$ cat src/tcc_pkg.sv
// Constants, I/O locations and field positions of the 16-bit timer with capture.
// Assumes an 8-bit CPU I/O bus with one-cycle read and write strobes.
package tcc_pkg;

	// ****************************************
	// I/O locations
	// ****************************************
	localparam int          ADDR_W       = 4;
	localparam logic [3:0]  ADDR_CTRL_A  = 4'h0;
	localparam logic [3:0]  ADDR_CTRL_B  = 4'h1;
	localparam logic [3:0]  ADDR_CNT_LO  = 4'h2;
	localparam logic [3:0]  ADDR_CNT_HI  = 4'h3;
	localparam logic [3:0]  ADDR_CAP_LO  = 4'h4;
	localparam logic [3:0]  ADDR_CAP_HI  = 4'h5;
	localparam logic [3:0]  ADDR_FLAGS   = 4'h6;
	localparam logic [3:0]  ADDR_MASK    = 4'h7;
	localparam logic [3:0]  ADDR_CMP_CSR = 4'h8;

	// ****************************************
	// Field positions
	// ****************************************
	localparam int CA_WM_LSB = 0;
	localparam int CB_CS_LSB = 0;
	localparam int CB_WM_LSB = 3;
	localparam int CB_EDGE   = 6;
	localparam int CB_NF     = 7;
	localparam int FL_OVF    = 0;
	localparam int FL_CAP    = 5;
	localparam int CSR_CCS   = 2;

	// ****************************************
	// Reset and counter values
	// ****************************************
	localparam logic [7:0]  REG_RST = 8'h00;
	localparam logic [15:0] CNT_RST = 16'h0000;
	localparam logic [15:0] BOTTOM  = 16'h0000;
	localparam logic [15:0] MAX     = 16'hffff;
	localparam logic [15:0] TOP_8B  = 16'h00ff;
	localparam logic [15:0] TOP_9B  = 16'h01ff;
	localparam logic [15:0] TOP_10B = 16'h03ff;
	localparam int          FILT_LEN = 4;
	localparam logic [9:0]  PS_RST   = 10'h000;
	localparam logic [9:0]  PS_M8    = 10'h007;
	localparam logic [9:0]  PS_M64   = 10'h03f;
	localparam logic [9:0]  PS_M256  = 10'h0ff;
	localparam logic [9:0]  PS_M1024 = 10'h3ff;

	typedef enum logic [2:0] {CS_OFF, CS_DIV1, CS_DIV8, CS_DIV64, CS_DIV256, CS_DIV1024,
		CS_EXT_FALL, CS_EXT_RISE} tcc_cs_t;
	typedef enum logic {DIR_UP, DIR_DOWN} tcc_dir_t;

endpackage : tcc_pkg

$ cat src/tcc_timer16.sv
// 16-bit up/down counter with shared high-byte latch and input capture unit.
// Assumes synchronous CPU strobes; trigger and tick pins are asynchronous.
// Contract
// - Clock select zero stops the counter
// - Each tick increments, decrements or clears counter
// - Top and bottom indications drive flag logic
// - Low byte access moves high byte via latch
// - CPU reaches counter whether ticking or not
// - CPU write beats count or clear
// - Split mode field selects sequence and overflow
// - Qualified edge copies counter into capture register
// - Capture flag set with the copy
// - Enabled flag requests interrupt, cleared on service
// - Writing one clears flag, zero keeps
// - Capture read low first, high via latch
// - Capture writable only in capture-top modes
// - Select bit switches trigger to comparator
// - Source change may capture; software clears flag
// - Trigger inputs synchronized like tick pin
// - Filter adds four cycles of delay
// - Capture disabled in capture-top modes
// - Filter output changes after four equal samples
// - Control B bit enables the filter
// - Bottom value is zero
`timescale 1ns/1ns
module tcc_timer16
	import tcc_pkg::*;
(
	// Clock and reset
	input  wire logic              clk,
	input  wire logic              reset,
	// CPU I/O bus
	input  wire logic [ADDR_W-1:0] io_addr,
	input  wire logic              io_wr,
	input  wire logic              io_rd,
	input  wire logic [7:0]        io_wdata,
	output logic      [7:0]        io_rdata,
	// Event sources
	input  wire logic              capture_pin,
	input  wire logic              comparator_output,
	input  wire logic              external_tick_pin,
	// Interrupt service
	input  wire logic              ack_capture,
	input  wire logic              ack_overflow,
	output logic                   irq_capture,
	output logic                   irq_overflow,
	// Sequence indications
	output logic                   at_top,
	output logic                   at_bottom
);

	// ****************************************
	// Mode decoding
	// ****************************************
	function automatic logic f_cap_top(input logic [3:0] m);
		f_cap_top = (m == 4'h8) || (m == 4'ha) || (m == 4'hc) || (m == 4'he);
	endfunction : f_cap_top
	function automatic logic f_dual(input logic [3:0] m);
		f_dual = (m >= 4'h1 && m <= 4'h3) || (m >= 4'h8 && m <= 4'hb);
	endfunction : f_dual
	function automatic logic [15:0] f_top(input logic [3:0] m, input logic [15:0] cap);
		case (m)
			4'h1, 4'h5: f_top = TOP_8B;
			4'h2, 4'h6: f_top = TOP_9B;
			4'h3, 4'h7: f_top = TOP_10B;
			4'h8, 4'ha, 4'hc, 4'he: f_top = cap;
			default: f_top = MAX;
		endcase
	endfunction : f_top

	// ****************************************
	// Input synchronizers
	// ****************************************
	logic [2:0] in_raw;
	logic [2:0] in_meta;
	logic [2:0] in_sync;
	assign in_raw = {external_tick_pin, comparator_output, capture_pin};
	generate
		for (genvar i = 0; i < 3; i++) begin : g_sync
			always_ff @(posedge clk) begin
				if (reset) begin
					in_meta[i] <= 1'b0;
					in_sync[i] <= 1'b0;
				end else begin
					in_meta[i] <= in_raw[i];
					in_sync[i] <= in_meta[i];
				end
			end
		end
	endgenerate

	// ****************************************
	// Prescaler, filter and edge detection
	// ****************************************
	logic [7:0]          ctrl_a;
	logic [7:0]          ctrl_b;
	logic [7:0]          cmp_csr;
	logic [9:0]          presc,    next_presc;
	logic                ext_prev, next_ext_prev;
	logic [FILT_LEN-1:0] filt_sh,  next_filt_sh;
	logic                filt_out, next_filt_out;
	logic                trig_prev, next_trig_prev;
	logic                trig_raw, trig, tick;
	logic [3:0]          mode;
	tcc_cs_t             cs;
	assign mode = {ctrl_b[CB_WM_LSB+1:CB_WM_LSB], ctrl_a[CA_WM_LSB+1:CA_WM_LSB]};
	assign cs   = tcc_cs_t'(ctrl_b[CB_CS_LSB+2:CB_CS_LSB]);
	assign trig_raw = cmp_csr[CSR_CCS] ? in_sync[1] : in_sync[0];
	assign trig = ctrl_b[CB_NF] ? filt_out : trig_raw;
	always_comb begin
		next_presc     = presc + 10'h001;
		next_ext_prev  = in_sync[2];
		next_filt_sh   = {filt_sh[FILT_LEN-2:0], trig_raw};
		next_filt_out  = (&next_filt_sh) ? 1'b1 : ((~|next_filt_sh) ? 1'b0 : filt_out);
		next_trig_prev = trig;
		case (cs)
			CS_OFF:      tick = 1'b0;
			CS_DIV1:     tick = 1'b1;
			CS_DIV8:     tick = (presc & PS_M8) == PS_M8;
			CS_DIV64:    tick = (presc & PS_M64) == PS_M64;
			CS_DIV256:   tick = (presc & PS_M256) == PS_M256;
			CS_DIV1024:  tick = presc == PS_M1024;
			CS_EXT_FALL: tick = ext_prev && !in_sync[2];
			CS_EXT_RISE: tick = !ext_prev && in_sync[2];
			default:     tick = 1'b0;
		endcase
	end
	always_ff @(posedge clk) begin
		if (reset) begin
			presc     <= PS_RST;
			ext_prev  <= 1'b0;
			filt_sh   <= '0;
			filt_out  <= 1'b0;
			trig_prev <= 1'b0;
		end else begin
			presc     <= next_presc;
			ext_prev  <= next_ext_prev;
			filt_sh   <= next_filt_sh;
			filt_out  <= next_filt_out;
			trig_prev <= next_trig_prev;
		end
	end

	// ****************************************
	// Counter, capture and CPU registers
	// ****************************************
	logic [15:0] timer_count, next_timer_count;
	logic [15:0] capture_register, next_capture_register;
	logic [7:0]  temp, next_temp;
	logic [7:0]  next_ctrl_a, next_ctrl_b, next_cmp_csr;
	logic [7:0]  mask, next_mask;
	logic        overflow_flag, next_overflow_flag;
	logic        capture_flag, next_capture_flag;
	logic [7:0]  next_io_rdata;
	logic        next_irq_capture, next_irq_overflow;
	logic        next_at_top, next_at_bottom;
	tcc_dir_t    dir, next_dir;
	logic [15:0] cur_top;
	logic        edge_hit, cap_evt, ovf_evt;
	logic        wr_cnt_lo;
	logic        wr_flags;
	assign cur_top   = f_top(mode, capture_register);
	assign edge_hit  = ctrl_b[CB_EDGE] ? (trig && !trig_prev) : (!trig && trig_prev);
	assign cap_evt   = edge_hit && !f_cap_top(mode);
	assign wr_cnt_lo = io_wr && io_addr == ADDR_CNT_LO;
	assign wr_flags  = io_wr && io_addr == ADDR_FLAGS;
	always_comb begin
		next_timer_count      = timer_count;
		next_capture_register = capture_register;
		next_temp             = temp;
		next_ctrl_a           = ctrl_a;
		next_ctrl_b           = ctrl_b;
		next_cmp_csr          = cmp_csr;
		next_mask             = mask;
		next_dir              = dir;
		ovf_evt               = 1'b0;
		if (tick) begin
			if (f_dual(mode)) begin
				case (dir)
					DIR_UP: begin
						if (timer_count >= cur_top) begin
							next_dir         = DIR_DOWN;
							next_timer_count = timer_count - 16'h0001;
						end else
							next_timer_count = timer_count + 16'h0001;
					end
					DIR_DOWN: begin
						if (timer_count == BOTTOM) begin
							next_dir         = DIR_UP;
							ovf_evt          = 1'b1;
							next_timer_count = timer_count + 16'h0001;
						end else
							next_timer_count = timer_count - 16'h0001;
					end
					default: next_dir = DIR_UP;
				endcase
			end else begin
				next_dir = DIR_UP;
				if (timer_count == cur_top)
					next_timer_count = BOTTOM;
				else
					next_timer_count = timer_count + 16'h0001;
				ovf_evt = timer_count == MAX ||
					(timer_count == cur_top && mode != 4'h4 && mode != 4'hc);
			end
		end
		if (io_wr) begin
			case (io_addr)
				ADDR_CTRL_A:  next_ctrl_a  = io_wdata;
				ADDR_CTRL_B:  next_ctrl_b  = io_wdata;
				ADDR_CMP_CSR: next_cmp_csr = io_wdata;
				ADDR_MASK:    next_mask    = io_wdata;
				ADDR_CNT_HI, ADDR_CAP_HI: next_temp = io_wdata;
				ADDR_CNT_LO:  next_timer_count = {temp, io_wdata};
				ADDR_CAP_LO:  if (f_cap_top(mode)) next_capture_register = {temp, io_wdata};
				default: next_temp = temp;
			endcase
		end else if (io_rd && io_addr == ADDR_CNT_LO)
			next_temp = timer_count[15:8];
		else if (io_rd && io_addr == ADDR_CAP_LO)
			next_temp = capture_register[15:8];
		if (cap_evt)
			next_capture_register = timer_count;
		next_capture_flag  = cap_evt ||
			(capture_flag && !((wr_flags && io_wdata[FL_CAP]) || ack_capture));
		next_overflow_flag = ovf_evt ||
			(overflow_flag && !((wr_flags && io_wdata[FL_OVF]) || ack_overflow));
		next_irq_capture  = next_capture_flag && next_mask[FL_CAP];
		next_irq_overflow = next_overflow_flag && next_mask[FL_OVF];
		next_at_top       = next_timer_count == cur_top;
		next_at_bottom    = next_timer_count == BOTTOM;
		next_io_rdata     = 8'h00;
		if (io_rd) begin
			case (io_addr)
				ADDR_CTRL_A:  next_io_rdata = ctrl_a;
				ADDR_CTRL_B:  next_io_rdata = ctrl_b;
				ADDR_CMP_CSR: next_io_rdata = cmp_csr;
				ADDR_MASK:    next_io_rdata = mask;
				ADDR_FLAGS:   next_io_rdata = {2'b00, capture_flag, 4'h0, overflow_flag};
				ADDR_CNT_LO:  next_io_rdata = timer_count[7:0];
				ADDR_CAP_LO:  next_io_rdata = capture_register[7:0];
				ADDR_CNT_HI, ADDR_CAP_HI: next_io_rdata = temp;
				default:      next_io_rdata = 8'h00;
			endcase
		end
	end
	always_ff @(posedge clk) begin
		if (reset) begin
			timer_count      <= CNT_RST;
			capture_register <= CNT_RST;
			temp             <= REG_RST;
			ctrl_a           <= REG_RST;
			ctrl_b           <= REG_RST;
			cmp_csr          <= REG_RST;
			mask             <= REG_RST;
			dir              <= DIR_UP;
			overflow_flag    <= 1'b0;
			capture_flag     <= 1'b0;
			io_rdata         <= 8'h00;
			irq_capture      <= 1'b0;
			irq_overflow     <= 1'b0;
			at_top           <= 1'b0;
			at_bottom        <= 1'b1;
		end else begin
			timer_count      <= next_timer_count;
			capture_register <= next_capture_register;
			temp             <= next_temp;
			ctrl_a           <= next_ctrl_a;
			ctrl_b           <= next_ctrl_b;
			cmp_csr          <= next_cmp_csr;
			mask             <= next_mask;
			dir              <= next_dir;
			overflow_flag    <= next_overflow_flag;
			capture_flag     <= next_capture_flag;
			io_rdata         <= next_io_rdata;
			irq_capture      <= next_irq_capture;
			irq_overflow     <= next_irq_overflow;
			at_top           <= next_at_top;
			at_bottom        <= next_at_bottom;
		end
	end
endmodule : tcc_timer16

$ cat config.mk
export PLATFORM = sky130hd
export DESIGN_NAME = tcc_timer16
export DESIGN_NICKNAME = d
export VERILOG_FILES = /design/src/tcc_pkg.sv /design/src/tcc_timer16.sv
export SDC_FILE = /design/constraint.sdc
export NUM_CORES = 1
export LEC_CHECK = 0
export ABC_AREA = 0
export ABC_CLOCK_PERIOD_IN_PS = 5200
export BUFFER_PORTS_ARGS = -buffer_cell sky130_fd_sc_hd__buf_2
export CAP_MARGIN = 5
export CORE_ASPECT_RATIO = 0.6
export CORE_MARGIN = 5
export CORE_UTILIZATION = 56
export CTS_CLUSTER_SIZE = 12
export DETAILED_ROUTE_END_ITERATION = 7
export PLACE_DENSITY_LB_ADDON = 0.12
export SYNTH_ARGS = -nofsm -noshare
export SYNTH_HDL_FRONTEND = slang
export SYNTH_SLANG_ARGS = --single-unit
$ cat constraint.sdc
create_clock -name clk -period 5.2 [get_ports clk]
set_input_delay 1.04 -clock clk [delete_from_list [all_inputs] [get_ports clk]]
set_output_delay 1.04 -clock clk [all_outputs]
set_load 0.1 [all_outputs]
==> impl_results.rst <==
.. list-table::
   :header-rows: 1

   * - Metric
     - Value
   * - Status
     - complete, no violations
   * - Worst-path cell chain
     - nand2b_2 > o21ai_1 > ha_1 > nand4_2 > or3_4 > a221oi_4 > or4_1 > nand2_2 > a32oi_1 > mux2i_1 > a211oi_1 > and4_1 > a41o_1
   * - Root Driver
     - clkbuf_16
   * - Via count of the routed design
     - 6374
   * - HPWL reported at the end of detailed placement
     - 16000 µm
   * - Area growth from synthesis to final layout
     - 8.64%
   * - Initial core utilization
     - 57.7%
   * - Instance count after placement with tap cells included
     - approximately 950
   * - Count of pins over their slew limit
     - 0
   * - Post-synthesis cell type count
     - 77
   * - Number of H-tree levels
     - 3
   * - Cell types with the highest counts after synthesis
     - dfxtp_1 (109), nor2_1 (104), mux2i_1 (69)
   * - GP Congestion
     - 1.06
   * - CP Class
     - reg2reg
   * - DIE AREA
     - 14100 µm²
   * - Number of buffers created by CTS
     - 9
   * - Kind of capture point of the worst setup path
     - flop
   * - Wire per inst
     - 22.5 µm
   * - Number of global-route vias before repair
     - 5804
   * - Number of warnings issued by yosys
     - 0
   * - Worst path required time
     - 5490 ps
   * - Number of clock sinks
     - 109
   * - Total power divided by cell area
     - 265 nW/µm²
   * - Overflow after GRT
     - 0
   * - Core footprint
     - 11400 µm²
   * - Slew headroom
     - 18.6%
   * - Worst Hold Margin
     - 444 ps
   * - Top-level I/O count
     - 33
   * - Peak supply drop
     - ~240 µV
   * - Highest attainable clock frequency
     - 205 MHz
   * - Number of remaining DRC errors
     - 0
   * - Post-route core utilization
     - ~63%
   * - Die Wd
     - 150 µm
   * - Number of antenna violations at the first check in global routing
     - 0
   * - Hold Crit Class
     - reg2reg
   * - Clk pin slew, worst setup/hold paths
     - 90 ps
   * - Total inserted antenna cells
     - 0
   * - Sum of negative setup slack
     - 0 ps
   * - DRT antenna net count
     - 0
   * - Mean number of vias per cell
     - 6.58
   * - Most common cell in the synthesized netlist
     - dfxtp_1
   * - Leading post-synthesis cells by cell area
     - dfxtp_1 (33%), mux2i_1 (11%), nor2_1 (5.9%), ha_1 (4.0%), nand2_1 (3.8%)
   * - Primary flip-flop cell chosen by synthesis mapping
     - dfxtp_1
   * - Fin cells
     - 968
   * - Synthesized area per cell
     - 8.19 µm²
   * - Count of endpoints failing hold in the final timing report
     - 0
   * - FF+latch count, synth
     - 109
   * - Overall die height
     - 93.8 µm
   * - Nets
     - 845
   * - Cell type contributing the most total cell area after synthesis
     - dfxtp_1
   * - Share of the clock period used by the worst path after layout
     - 93.7%
   * - Number of port buffers
     - 32
   * - Maximum number of pins on one net before global-route repair
     - between 100 and 150
   * - Setup clock skew after layout
     - ~11 ps
   * - Highest-delay cell along the critical path
     - dfxtp_1
   * - Share of final-layout standard cells stronger than drive strength 1
     - about an eighth
   * - Crit start category
     - flop
   * - Number of DRC markers in iteration 0
     - 885
   * - Syn_nets
     - between 800 and 900
   * - Proportion of synthesized chip area in sequential cells
     - 33.3%
   * - Global Route Usage Sum
     - 31.4%
   * - Area fraction of the dominant cell type after synthesis
     - 33.3%
   * - Mapped cell area
     - approximately 6600 µm²
   * - Total wire length
     - 21800 µm
   * - RSZ-0062 raised after global routing
     - false
   * - Row count
     - 30
   * - Number of setup violations in the final report
     - 0
   * - Slew at the pin closest to its max-slew limit
     - 1220 ps
   * - Number of max-cap violations
     - 0
   * - Worst EP arrival
     - 5170 ps
   * - Leak
     - 0.00287 µW
   * - Worst stage delay on the critical path
     - 510 ps
   * - Wire length of the first global-routing pass
     - 33700 µm
   * - Critical-path maximum fanout
     - 18
   * - Post-synth EDFFs
     - 0
   * - First drt pass iteration count
     - 5
   * - Async S/R FF share, synth
     - 0%
   * - CTS tree
     - built
   * - Clock insertion delay at the later pin of the skew report
     - ~360 ps
   * - Fillers
     - 1009
   * - Maximum root-to-sink buffer count
     - 2
   * - Syn Inst Count
     - 801
   * - Min cycle time layout
     - approximately 5000 ps
## metal layers
metal  track usage (%)  vias up  part of all wire (%)
li1                  -     2914                     -
met1              49.1     3049                    47
met2              40.0      386                    38
met3              11.1       25                    14
met4              6.62        0                   1.2
met5                 0        -                     0
## per-stage QoR
step | area (µm²) | worst slack [ps] | power [µW]
2_1_floorplan | 6560 | 1370 | 1100
3_3_place_gp | 6820 | 447 | 1190
3_5_place_dp | 6820 | 327 | 1190
4_1_cts | 7130 | 298 | 1880
5_1_grt | 7130 | 149 | 1960
6_report | 7130 | 326 | 1890
## power breakdown
part / switching, µW / internal [µW] / total, µW
Clock: 361 / 343 / 705
Sequential: 35.1 / 859 / 894
Combinational: 193 / 101 / 293
## layout make-up
type                    count  area (µm²)  area share (%)
inverters                   8        30.0           0.421
well taps                 160         200            2.81
clock inverters             7        80.1            1.12
flip-flops and latches    109        2180            30.6
multi-input cells         621        4080            57.3
repair buffers             54         328            4.60
clock buffers               9         225            3.16
## layout by cell type (no fill, tap or decap), types with 12 or more instances in the layout
cell      instances
nand3_1          40
nor2b_1          24
a31oi_1          12
dfxtp_1         109
a211oi_1         24
and3_1           15
ha_1             21
nand2_1          67
o21ai_0          35
a21oi_1          41
nand4_1          13
nor3_1           14
mux2i_1          69
xnor2_1          13
nor2_1          104
buf_2            31
buf_4            23
## final timing paths
check	depth (start not counted)	startpoint	slack [ps]	endpoint
hold / removal	1	in_meta[2]	440	next_ext_prev
hold reg to reg	1	in_meta[2]	440	next_ext_prev
setup / recovery	13	ctrl_a[0]	330	at_bottom
setup reg to reg	13	ctrl_a[0]	330	at_bottom
## kinds of logic (layout without fill, tap and decap cells)
group / after synthesis / count (layout) / share of synthesized area (%)
AOI/OAI and AO/OA: 166 / 166 / 17.2
xor gates and xnor gates: 23 / 23 / 3.18
adders and majority gates: 21 / 21 / 4.00
buffers and inverters: 71 / 78 / 4.82
DFF: 109 / 109 / 33.3
muxes: 72 / 72 / 11.2
and+or+nand+nor: 339 / 339 / 26.3
## flip-flops by register name, summed over array words and instances, names as in the netlist, 2 cells and up
name              cells
in_meta               3
capture_register     16
mask                  8
io_rdata              8
ctrl_b                8
filt_sh               3
cmp_csr               8
timer_count          16
in_sync               2
ctrl_a                8
presc                10
temp                  8
## worst max-delay path, delay by kind of cell, from the launching register on
family / cells / cell delay, ps
AO/OA/AOI/OAI: 5 / 1580
adder cells (fa/ha/maj): 1 / 420
AND/OR/NAND/NOR: 6 / 2150
flip-flops: 1 / 510
multiplexers: 1 / 150
## timing repair
item	CTS	global route
resized for setup	0	1
hold buffers	0	0
endpoints found under the setup margin	0	2
buffers inserted	0	0
endpoints found under the hold margin	0	0
(Power assumes the default switching activity.)
